File: src/rtl/sbs_consts.svh
// Overview of operation
// - torque mode disable with braking option: stage off, brake on together
// - speed mode stop sequence needs braking option
// - ramp velocity command down at brake rate
// - decel timer starts with the ramp
// - zero speed or timeout engages brake, starts delay
// - polarity input selects brake output level, except in reset, which holds the pin at 1
`ifndef SBS_CONSTS_SVH
`define SBS_CONSTS_SVH
`define SBS_TICK_US 1
`define SBS_CLK_MHZ 40
`define SBS_TICK_CYCLES (`SBS_TICK_US * `SBS_CLK_MHZ)
`define SBS_VEL_RESET 16'h0000
`define SBS_PIN_RESET 1'h1
`endif

File: src/rtl/sbs_pkg.sv
package sbs_pkg;
    typedef enum logic [2:0] {
        SBS_RUN,
        SBS_RAMP,
        SBS_HOLD,
        SBS_OFF
    } sbs_state_type;
endpackage : sbs_pkg

File: src/rtl/sbs_tick_if.sv
`timescale 1ns/100ps
interface sbs_tick_if;
    logic tick;
    modport src (output tick);
    modport dst (input tick);
endinterface : sbs_tick_if

File: src/rtl/sbs_timebase.sv
`timescale 1ns/100ps
`include "sbs_consts.svh"
module sbs_timebase #(
    parameter int TICK_CYCLES = `SBS_TICK_CYCLES
) (
    input wire logic ref_clk,
    input wire logic rst,
    sbs_tick_if.src tb
);
    logic [15:0] cnt_reg;
    logic [15:0] cnt_next;
    logic tick_reg;
    logic tick_next;

    always_comb begin
        tick_next = 1'b0;
        cnt_next = cnt_reg + 16'h0001;
        if (cnt_reg == 16'(TICK_CYCLES - 1)) begin
            cnt_next = 16'h0000;
            tick_next = 1'b1;
        end
    end

    always_ff @(posedge ref_clk) begin
        if (rst) begin
            cnt_reg <= 16'h0000;
            tick_reg <= 1'b0;
        end else begin
            cnt_reg <= cnt_next;
            tick_reg <= tick_next;
        end
    end
    assign tb.tick = tick_reg;
endmodule : sbs_timebase

File: src/rtl/sbs_sequencer.sv
`timescale 1ns/100ps
`include "sbs_consts.svh"
module sbs_sequencer
    import sbs_pkg::*;
#(
    parameter int VW = 16,
    parameter int TW = 16,
    parameter int TICK_CYCLES = `SBS_TICK_CYCLES
) (
    input wire logic ref_clk,
    input wire logic rst,
    input wire logic drive_enable,
    input wire logic velocity_mode,
    input wire logic braking_enable,
    input wire logic brake_output_active_high,
    input wire logic signed [VW-1:0] velocity_cmd_in,
    input wire logic signed [VW-1:0] velocity_meas,
    input wire logic [VW-1:0] brake_decel_step,
    input wire logic [VW-1:0] zero_speed_window,
    input wire logic [TW-1:0] max_decel_time,
    input wire logic [TW-1:0] pwm_disable_delay,
    output logic power_stage_on,
    output logic brake_pin,
    output logic signed [VW-1:0] velocity_cmd_out,
    output logic stop_busy
);
    sbs_tick_if tb_if ();
    sbs_timebase #(.TICK_CYCLES(TICK_CYCLES)) u_tb (
        .ref_clk(ref_clk),
        .rst(rst),
        .tb(tb_if)
    );

    sbs_state_type st_reg, st_next;
    logic [TW-1:0] tmr_reg, tmr_next;
    logic signed [VW-1:0] vel_reg, vel_next;
    logic pwr_reg, pwr_next;
    logic brk_reg, brk_next;
    logic pin_reg, pin_next;
    logic busy_reg, busy_next;
    logic en_prev_reg;
    logic zero_speed;

    function automatic logic [VW-1:0] abs_val(input logic signed [VW-1:0] v);
        abs_val = v[VW-1] ? VW'(-v) : VW'(v);
    endfunction : abs_val

    // move value toward zero by step without overshoot
    function automatic logic signed [VW-1:0] ramp(input logic signed [VW-1:0] v, input logic [VW-1:0] s);
        if (abs_val(v) <= s) ramp = '0;
        else if (v[VW-1]) ramp = VW'(v + $signed(s));
        else ramp = VW'(v - $signed(s));
    endfunction : ramp

    // saturate so a very long delay never wraps back to zero
    function automatic logic [TW-1:0] tick_inc(input logic [TW-1:0] t, input logic tk);
        if (tk && t != '1) tick_inc = TW'(t + 1'h1);
        else tick_inc = t;
    endfunction : tick_inc

    assign zero_speed = abs_val(velocity_meas) <= zero_speed_window;

    always_comb begin
        st_next = st_reg;
        tmr_next = tmr_reg;
        vel_next = vel_reg;
        pwr_next = pwr_reg;
        brk_next = brk_reg;
        case (st_reg)
            SBS_RUN: begin
                vel_next = velocity_cmd_in;
                tmr_next = '0;
                brk_next = 1'b0;
                pwr_next = drive_enable;
                if (!drive_enable && pwr_reg) begin
                    // sequence only with braking in speed mode
                    if (velocity_mode && braking_enable) begin
                        st_next = SBS_RAMP;
                        pwr_next = 1'b1;
                        vel_next = ramp(vel_reg, brake_decel_step);
                    end else if (braking_enable) begin
                        // stage off and brake on together
                        brk_next = 1'b1;
                        st_next = SBS_OFF;
                    end
                end else if (!drive_enable) begin
                    brk_next = braking_enable;
                end
            end
            SBS_RAMP: begin
                vel_next = ramp(vel_reg, brake_decel_step);
                tmr_next = tick_inc(tmr_reg, tb_if.tick);
                // first of zero speed or timeout
                if (zero_speed || tmr_reg >= max_decel_time) begin
                    brk_next = 1'b1;
                    tmr_next = '0;
                    st_next = SBS_HOLD;
                end
                else begin
                    brk_next = 1'b0;
                end
            end
            SBS_HOLD: begin
                vel_next = '0;
                tmr_next = tick_inc(tmr_reg, tb_if.tick);
                if (tmr_reg >= pwm_disable_delay) begin
                    pwr_next = 1'b0;
                    st_next = SBS_OFF;
                end
            end
            SBS_OFF: begin
                vel_next = '0;
                pwr_next = 1'b0;
                tmr_next = '0;
                if (drive_enable && !en_prev_reg) begin
                    st_next = SBS_RUN;
                    brk_next = 1'b0;
                    pwr_next = 1'b1;
                end
            end
            default: st_next = SBS_RUN;
        endcase
        pin_next = brake_output_active_high ? brk_next : !brk_next;
        busy_next = (st_next == SBS_RAMP) || (st_next == SBS_HOLD);
    end

    always_ff @(posedge ref_clk) begin
        if (rst) begin
            st_reg <= SBS_RUN;
            tmr_reg <= '0;
            vel_reg <= `SBS_VEL_RESET;
            pwr_reg <= 1'b0;
            brk_reg <= 1'b0;
            pin_reg <= `SBS_PIN_RESET;
            busy_reg <= 1'b0;
            en_prev_reg <= 1'b0;
        end else begin
            st_reg <= st_next;
            tmr_reg <= tmr_next;
            vel_reg <= vel_next;
            pwr_reg <= pwr_next;
            brk_reg <= brk_next;
            pin_reg <= pin_next;
            busy_reg <= busy_next;
            en_prev_reg <= drive_enable;
        end
    end

    assign power_stage_on = pwr_reg;
    assign brake_pin = pin_reg;
    assign velocity_cmd_out = vel_reg;
    assign stop_busy = busy_reg;
endmodule : sbs_sequencer

File: config.mk
export PLATFORM = sky130hd
export DESIGN_NAME = sbs_sequencer
export DESIGN_NICKNAME = d
export VERILOG_FILES = /design/src/rtl/sbs_pkg.sv /design/src/rtl/sbs_tick_if.sv /design/src/rtl/sbs_timebase.sv /design/src/rtl/sbs_sequencer.sv
export VERILOG_INCLUDE_DIRS = /design/src /design/src/rtl
export SDC_FILE = /design/constraint.sdc
export NUM_CORES = 1
export LEC_CHECK = 0
export ABC_AREA = 1
export BUFFER_PORTS_ARGS = -buffer_cell sky130_fd_sc_hd__buf_2
export CAP_MARGIN = 20
export CORE_ASPECT_RATIO = 0.5
export CORE_MARGIN = 5
export CORE_UTILIZATION = 50
export DETAILED_ROUTE_END_ITERATION = 7
export PLACE_DENSITY = 0.8
export SLEW_MARGIN = 20
export SYNTH_ARGS = -nofsm -noshare
export SYNTH_HDL_FRONTEND = slang
export SYNTH_SLANG_ARGS = --single-unit
File: constraint.sdc
create_clock -name ref_clk -period 6.7 [get_ports ref_clk]
set_input_delay 0.67 -clock ref_clk [delete_from_list [all_inputs] [get_ports ref_clk]]
set_output_delay 0.67 -clock ref_clk [all_outputs]
set_load 0.1 [all_outputs]
==> results of run 1 <==
## logic make-up (layout without fill, tap and decap cells)
kind of cell,Yosys count,count (layout),share of synthesized area
AOI/OAI and AO/OA,179,179,0.155
xor gates and xnor gates,59,59,0.0810
adders and majority gates,85,85,0.168
buffers and inverters,196,312,0.120
DFF,57,57,0.179
other,1,1,0.000588
and+or+nand+nor,423,423,0.296
## synth_stat cells (2+ instances only)
master | count | area share
a21o_1 | 2 | 0.0024
inv_2 | 6 | 0.0035
or2_2 | 6 | 0.0059
dfxtp_1 | 57 | 0.18
nor3_1 | 25 | 0.020
or2_1 | 2 | 0.0020
xnor2_1 | 18 | 0.025
nor4_1 | 7 | 0.0069
inv_1 | 170 | 0.10
o21a_1 | 2 | 0.0024
o31ai_1 | 3 | 0.0035
nor3b_1 | 4 | 0.0047
nand2_1 | 189 | 0.11
nand2_2 | 3 | 0.0029
buf_1 | 2 | 0.0012
nand3_2 | 2 | 0.0031
a21oi_1 | 66 | 0.052
nor2_1 | 104 | 0.061
buf_6 | 3 | 0.0053
o211ai_1 | 4 | 0.0047
o21ai_0 | 79 | 0.062
clkbuf_1 | 8 | 0.0047
nand4_2 | 2 | 0.0039
buf_2 | 6 | 0.0047
nor2_2 | 10 | 0.0098
nor3_2 | 6 | 0.0094
ha_1 | 84 | 0.16
o21ai_1 | 6 | 0.0047
xor2_1 | 41 | 0.056
nand4_1 | 20 | 0.020
a31oi_1 | 9 | 0.0088
nand3_1 | 40 | 0.031
## worst max path at each step
stage,startpoint,to,cells past startpoint
global route,velocity_cmd_out[1],velocity_cmd_out[0],16
finish,velocity_cmd_out[15],velocity_cmd_out[0],13
floorplan,velocity_cmd_out[1],velocity_cmd_out[14],17
CTS,velocity_cmd_out[1],velocity_cmd_out[0],16
detailed placement,velocity_meas[0],tmr_reg[1],19
global placement,velocity_meas[0],tmr_reg[3],19
## layer usage
metal	global-route usage	up-vias	routed length, µm
li1	-	3471	-
met1	0.279	3013	7690
met2	0.361	195	7580
met3	0.0320	19	1000
met4	0.0589	0	201
met5	0	-	0
## report_power, final
| part | switching (mW) | internal (mW) | total [mW] |
|---|---|---|---|
| clock network | 0.158 | 0.321 | 0.479 |
| logic | 0.293 | 0.153 | 0.447 |
| registers | 0.0234 | 0.352 | 0.375 |
| total | 0.475 | 0.826 | 1.30 |
## final cells by class
| cell class | instances | share of cell area |
|---|---|---|
| multi-input combinational | 747 | 0.604 |
| clock inverter | 6 | 0.0113 |
| timing repair buffer | 121 | 0.0821 |
| tap | 170 | 0.0287 |
| clock buffer | 9 | 0.0304 |
| inverter | 176 | 0.0892 |
| sequential | 57 | 0.154 |
==> qor.yml, run 1 <==
grt_usage: 0.212
grt_max_degree: 46
rr_startpoint: "velocity_cmd_out[15]"
synth_edf_count: 0
layout_commonest_cell: "nand2_1"
synth_warnings: 0
syn-instance-count: 1000
required_ns: 6.96
syn_avg_cell_area_um2: 6.38
hold_buffers: 0
dp.final_hpwl_um: 13500
port_buffers: 120
cts_resized: 0
gp_congestion: 0.885
maxSlewViolCount: 0
cp_cell_sequence: "inv_1, a31oi_1, inv_1, nand2_1, xor2_1, ha_1, nand2_1, nor2_2, nand4_2, or2_4, a21boi_4, o211ai_1, a21oi_1"
cts_root_buf: "clkbuf_16"
hold_depth: 1
regToRegEndpoint: "velocity_cmd_out[0]"
worstHoldPathType: "register to register"
critPathLaunchType: "register"
status: "finished clean"
antenna_cells: 0
rows: 29
peakVddDrop_v: 0.000150
first_global_vias: 6415
rrSetupSlack_ns: 3.25
wire_per_inst_um: 12.8
powerDensity_nw_per_um2: 176
fin_crit_sh: 0.515
first_pass_iters: 6
p_leak_nw: 3.90
setup_tns_ns: 0
hold_start: "u_tb.cnt_reg[0]"
grt_overflow_total: 0
insertion_delay_ns: 0.33
layout_common_cells: "189 x nand2_1, 170 x inv_1, 120 x buf_2"
drt-total-wl_um: 16500
fin_util: 0.588
timing.fmax_mhz: 290
ys_seq_elements: 57
setup_viol_count_final: 0
cts_tree: "built"
fp.dieW_um: 170
path_delay_family: "compound AO/OA/AOI/OAI gates"
antenna_found_initial: 0
multi_input_comb_area_um2: 4470
design_area_um2: 7410
period_minus_slack_ns: 3.45
dp.cells: 1271
core_um2: 12600
grt_setup_unrepaired: "no"
numCtsBuffers: 9
drtIter0Drc: 402
clock_path_buffers: 2
post-cts-setup-buffers: 0
grt_pass1_wl_um: 27900
h-tree-depth: 3
endpoint_kind: "register"
syn2layout_area_growth_pct: 16.1
worstPathMaxFanout: 20
start_util: 0.507
fin_ws_ns: 3.25
dieArea_um2: 15300
path_clk_slew_ns: 0.06
ys.flop_type: "dfxtp_1"
worstMarginPinSlew_ns: 0.732
via_count: 6698
synthesis.area_um2: 6380
die_h_um: 89.9
setup.worst_path.class: "register to register"
synth.net_count: 1187
hold_ws_ns: 0.455
cp.buffers_inverters: 2
ant_nets: 0
n_fill_cell: 1192
arrival_ns: 3.71
clock_skew_ns: 0.0120
r2r_cells: 13
instances_no_fill: 1286
regArea_um2: 1140
drv_cap: 0
ys_seq_area_frac: 0.179
cts.sinks: 57
pin_count: 121
power.total_mw: 1.30
drive_above_1_share: 0.161
ys_async_sr_fraction: 0
nets: 1299
min_to: "u_tb.cnt_reg[0]"
via_per_inst: 5.21
synth.distinct_cells: 46
place_area_um2: 7100
max_stage_delay_ns: 0.75
slowest_stage: "dfxtp_1"
hold_viol_final: 0
slew_headroom: 0.512
place_ws_ns: 3.19
drc_errors: 0
Power figures use the tool's default switching activity.
==> inputs of run 2 (changes only) <==
--- a/config.mk
+++ b/config.mk
@@ -6,14 +6,14 @@
 export SDC_FILE = /design/constraint.sdc
 export NUM_CORES = 1
 export LEC_CHECK = 0
-export ABC_AREA = 1
+export ABC_AREA = 0
 export BUFFER_PORTS_ARGS = -buffer_cell sky130_fd_sc_hd__buf_2
 export CAP_MARGIN = 20
 export CORE_ASPECT_RATIO = 0.5
 export CORE_MARGIN = 5
 export CORE_UTILIZATION = 50
 export DETAILED_ROUTE_END_ITERATION = 7
-export PLACE_DENSITY = 0.8
+export PLACE_DENSITY = 0.81
 export SLEW_MARGIN = 20
 export SYNTH_ARGS = -nofsm -noshare
 export SYNTH_HDL_FRONTEND = slang
==> constraint.sdc (replaced) <==
create_clock -name ref_clk -period 3.6 [get_ports ref_clk]
set_input_delay 0.36 -clock ref_clk [delete_from_list [all_inputs] [get_ports ref_clk]]
set_output_delay 0.36 -clock ref_clk [all_outputs]
set_load 0.1 [all_outputs]
==> qor.yml, run 2 <==
violations: "setup timing"
via_per_inst: 5.57  # +6.9%
numCtsBuffers: 9  # unchanged
multi_input_comb_area_um2: 4440  # -0.70%
antenna_found_initial: 0  # unchanged
clock_skew_ns: 0.00730  # -0.00471 ns
netlist_top_cells_area: "dfxtp_1 20%, ha_1 18%, xnor2_1 8.4%"
grt_pass1_wl_um: 26100  # -6.6%
grt_usage: 0.222  # +0.00985
design_area_um2: 7250  # -2.1%
layout_common_cells: "120 x buf_2, 87 x inv_1, 84 x ha_1"
synth.net_count: 952  # -20%
place_ws_ns: -0.138  # -3.33 ns
status: "finished with violations"
fin_ws_ns: -0.0199  # -3.27 ns
ys.flop_type: "dfxtp_1"
wire_per_inst_um: 14.8  # +15%
hold_ws_ns: 0.293  # -0.162 ns
synthAdderAreaFrac: 0.184  # +0.0158
setup.worst_path.class: "register to register"
ys_async_sr_fraction: 0  # unchanged
synthesis.area_um2: 5830  # -8.6%
insertion_delay_ns: 0.33  # about the same
drt-total-wl_um: 15700  # -4.6%
instances_no_fill: 1065  # -17%
required_ns: 3.86  # -3.10 ns
cp_cell_sequence: "or3_4, or3_4, or3_4, o31ai_4, xnor2_1, ha_1, nand2_2, nor2_4, o2111a_1, o21ai_4, or3_4, or4_1, o21ai_1"
synth-simple-area-share: 0.238  # -0.0578
synth_warnings: 0  # unchanged
drv_cap: 0  # unchanged
drtIter0Drc: 393  # -2.2%
cts.sinks: 57  # unchanged
peakVddDrop_v: 0.000246  # +64%
n_fill_cell: 992  # -17%
regArea_um2: 1170  # +2.2%
ys_seq_elements: 57  # unchanged
synth_mux_area_frac: 0.00365  # +0.00365
cts_tree: "built"
gp_congestion: 0.911  # +3.0%
synth_xor_area_frac: 0.111  # +0.0302
syn2layout_area_growth_pct: 24.4
yosysTopAreaCell: "dfxtp_1"
place_area_um2: 6780  # -4.4%
core_um2: 11200  # -11%
setup_viol_count_final: 1  # +1
dp.cells: 1047  # -18%
worstPathMaxFanout: 5  # -75%
path_clk_slew_ns: 0.05  # about the same
fin_crit_sh: 1.01  # +0.490
drc_errors: 0  # unchanged
hold_viol_final: 0  # unchanged
worstMarginPinSlew_ns: 1.08  # +0.348 ns
fp.dieW_um: 163  # -4.1%
slowest_stage: "or4_1"
clock_path_buffers: 2  # unchanged
power.total_mw: 2.40  # +84%
die_h_um: 86.4  # -3.9%
first_global_vias: 5748  # -10%
critPathLaunchType: "register"
maxSlewViolCount: 0  # unchanged
grt_max_degree: 35  # -24%
endpoint_kind: "register"
dieArea_um2: 14000  # -7.9%
arrival_ns: 3.88  # +0.17 ns
worstHoldPathType: "primary input to register"
powerDensity_nw_per_um2: 331  # +88%
start_util: 0.521  # +0.0148
syn-instance-count: 765  # -24%
first_pass_iters: 5  # -1
dp.final_hpwl_um: 12500  # -7.5%
synth_common_cells: "87 x inv_1, 84 x ha_1, 73 x nor2_1, 57 x dfxtp_1, 56 x xnor2_1"
grt_overflow_total: 0  # unchanged
synth_top_family_by_area: "simple AND/OR/NAND/NOR gates"
nets: 1088  # -16%
grt_setup_unrepaired: "yes"
ant_nets: 0  # unchanged
cts_root_buf: "clkbuf_16"
syn_avg_cell_area_um2: 7.62  # +19%
max_stage_delay_ns: 0.51  # -0.24 ns
via_count: 5931  # -11%
synth_edf_count: 0  # unchanged
timing.fmax_mhz: 276  # -4.7%
fin_util: 0.649  # +0.0603
setup_tns_ns: -0.0199  # -0.0199 ns
antenna_cells: 0  # unchanged
synth_compound_area_frac: 0.200  # +0.0444
yosysTopAreaCellShare: 0.196  # +0.0168
drive_above_1_share: 0.226  # +0.0650
synth.distinct_cells: 66  # +43%
period_minus_slack_ns: 3.62  # +0.169 ns
ys_seq_area_frac: 0.196  # +0.0168
layout_commonest_cell: "buf_2"
h-tree-depth: 3  # unchanged
cpMostUsedCell: "or3_4"
port_buffers: 120  # unchanged
slew_headroom: 0.278  # -0.234
rows: 27  # -6.9%
p_leak_nw: 3.40  # -13%
synth_most_common_cell: "inv_1"
pin_count: 121  # unchanged
## run 2: changes by cell type in the layout (fill, tap and decap cells not counted), moves of 20 or more
cell	delta
nand3_1	-20
nand2_1	-146
a21oi_1	-26
inv_1	-83
o21ai_0	-48
xnor2_1	+38
xor2_1	-23
buf_4	+20
nor2_1	-32
## run 2: logic make-up (layout without fill, tap and decap cells)
kind of cell | after synthesis | after routing
adder cells (fa/ha/maj) | 85 | 85
AO/OA/AOI/OAI | 171 | 171
multiplexers | 2 | 2
other | 1 | 1
buffers and inverters | 104 | 245
XOR/XNOR | 74 | 74
flip-flops | 57 | 57
AND/OR/NAND/NOR | 271 | 271
## run 2: path summary, 6_finish.rpt
kind | cells after the start | startpoint | end | slack (ns)
setup / recovery | 13 | velocity_cmd_out[3] | velocity_cmd_out[11] | -0.02
hold / removal | 2 | drive_enable | en_prev_reg | 0.29
setup reg to reg | 13 | velocity_cmd_out[3] | velocity_cmd_out[11] | -0.02
hold reg to reg | 1 | u_tb.cnt_reg[0] | u_tb.cnt_reg[0] | 0.48
## run 2: power by group
group | leakage, nW | internal (mW) | total, mW | switching [mW]
Clock | 0.170 | 0.662 | 0.964 | 0.302
Combinational | 2.76 | 0.308 | 0.755 | 0.447
Sequential | 0.469 | 0.650 | 0.679 | 0.0292
## run 2: critical path, delay by kind of cell (launching register included)
family,cells,cell delay [ns]
XOR/XNOR,1,0.10
adder cells (fa/ha/maj),1,0.32
AND/OR/NAND/NOR,7,2.18
flip-flops,1,0.34
AO/OA/AOI/OAI,4,0.61
## run 2: area by class of cell
cell class	instances	area share
clock buffer	11	0.0364
clock inverter	5	0.0104
inverter	87	0.0450
multi-input combinational	604	0.613
sequential	57	0.161
tap	159	0.0274
timing repair buffer	142	0.107
## run 2: repair_timing
action	CTS	global route
cloned	0	0
pin swaps	7	4
buffers inserted	2	0
gates resized for setup	9	17
setup endpoints to repair	12	34
hold buffers	0	0
## run 2: routing by layer
metal,up-vias,share of wire,global-route usage
li1,3001,-,-
met1,2744,0.46,0.282
met2,161,0.46,0.389
met3,25,0.063,0.0413
met4,0,0.017,0.0624
met5,-,0,0
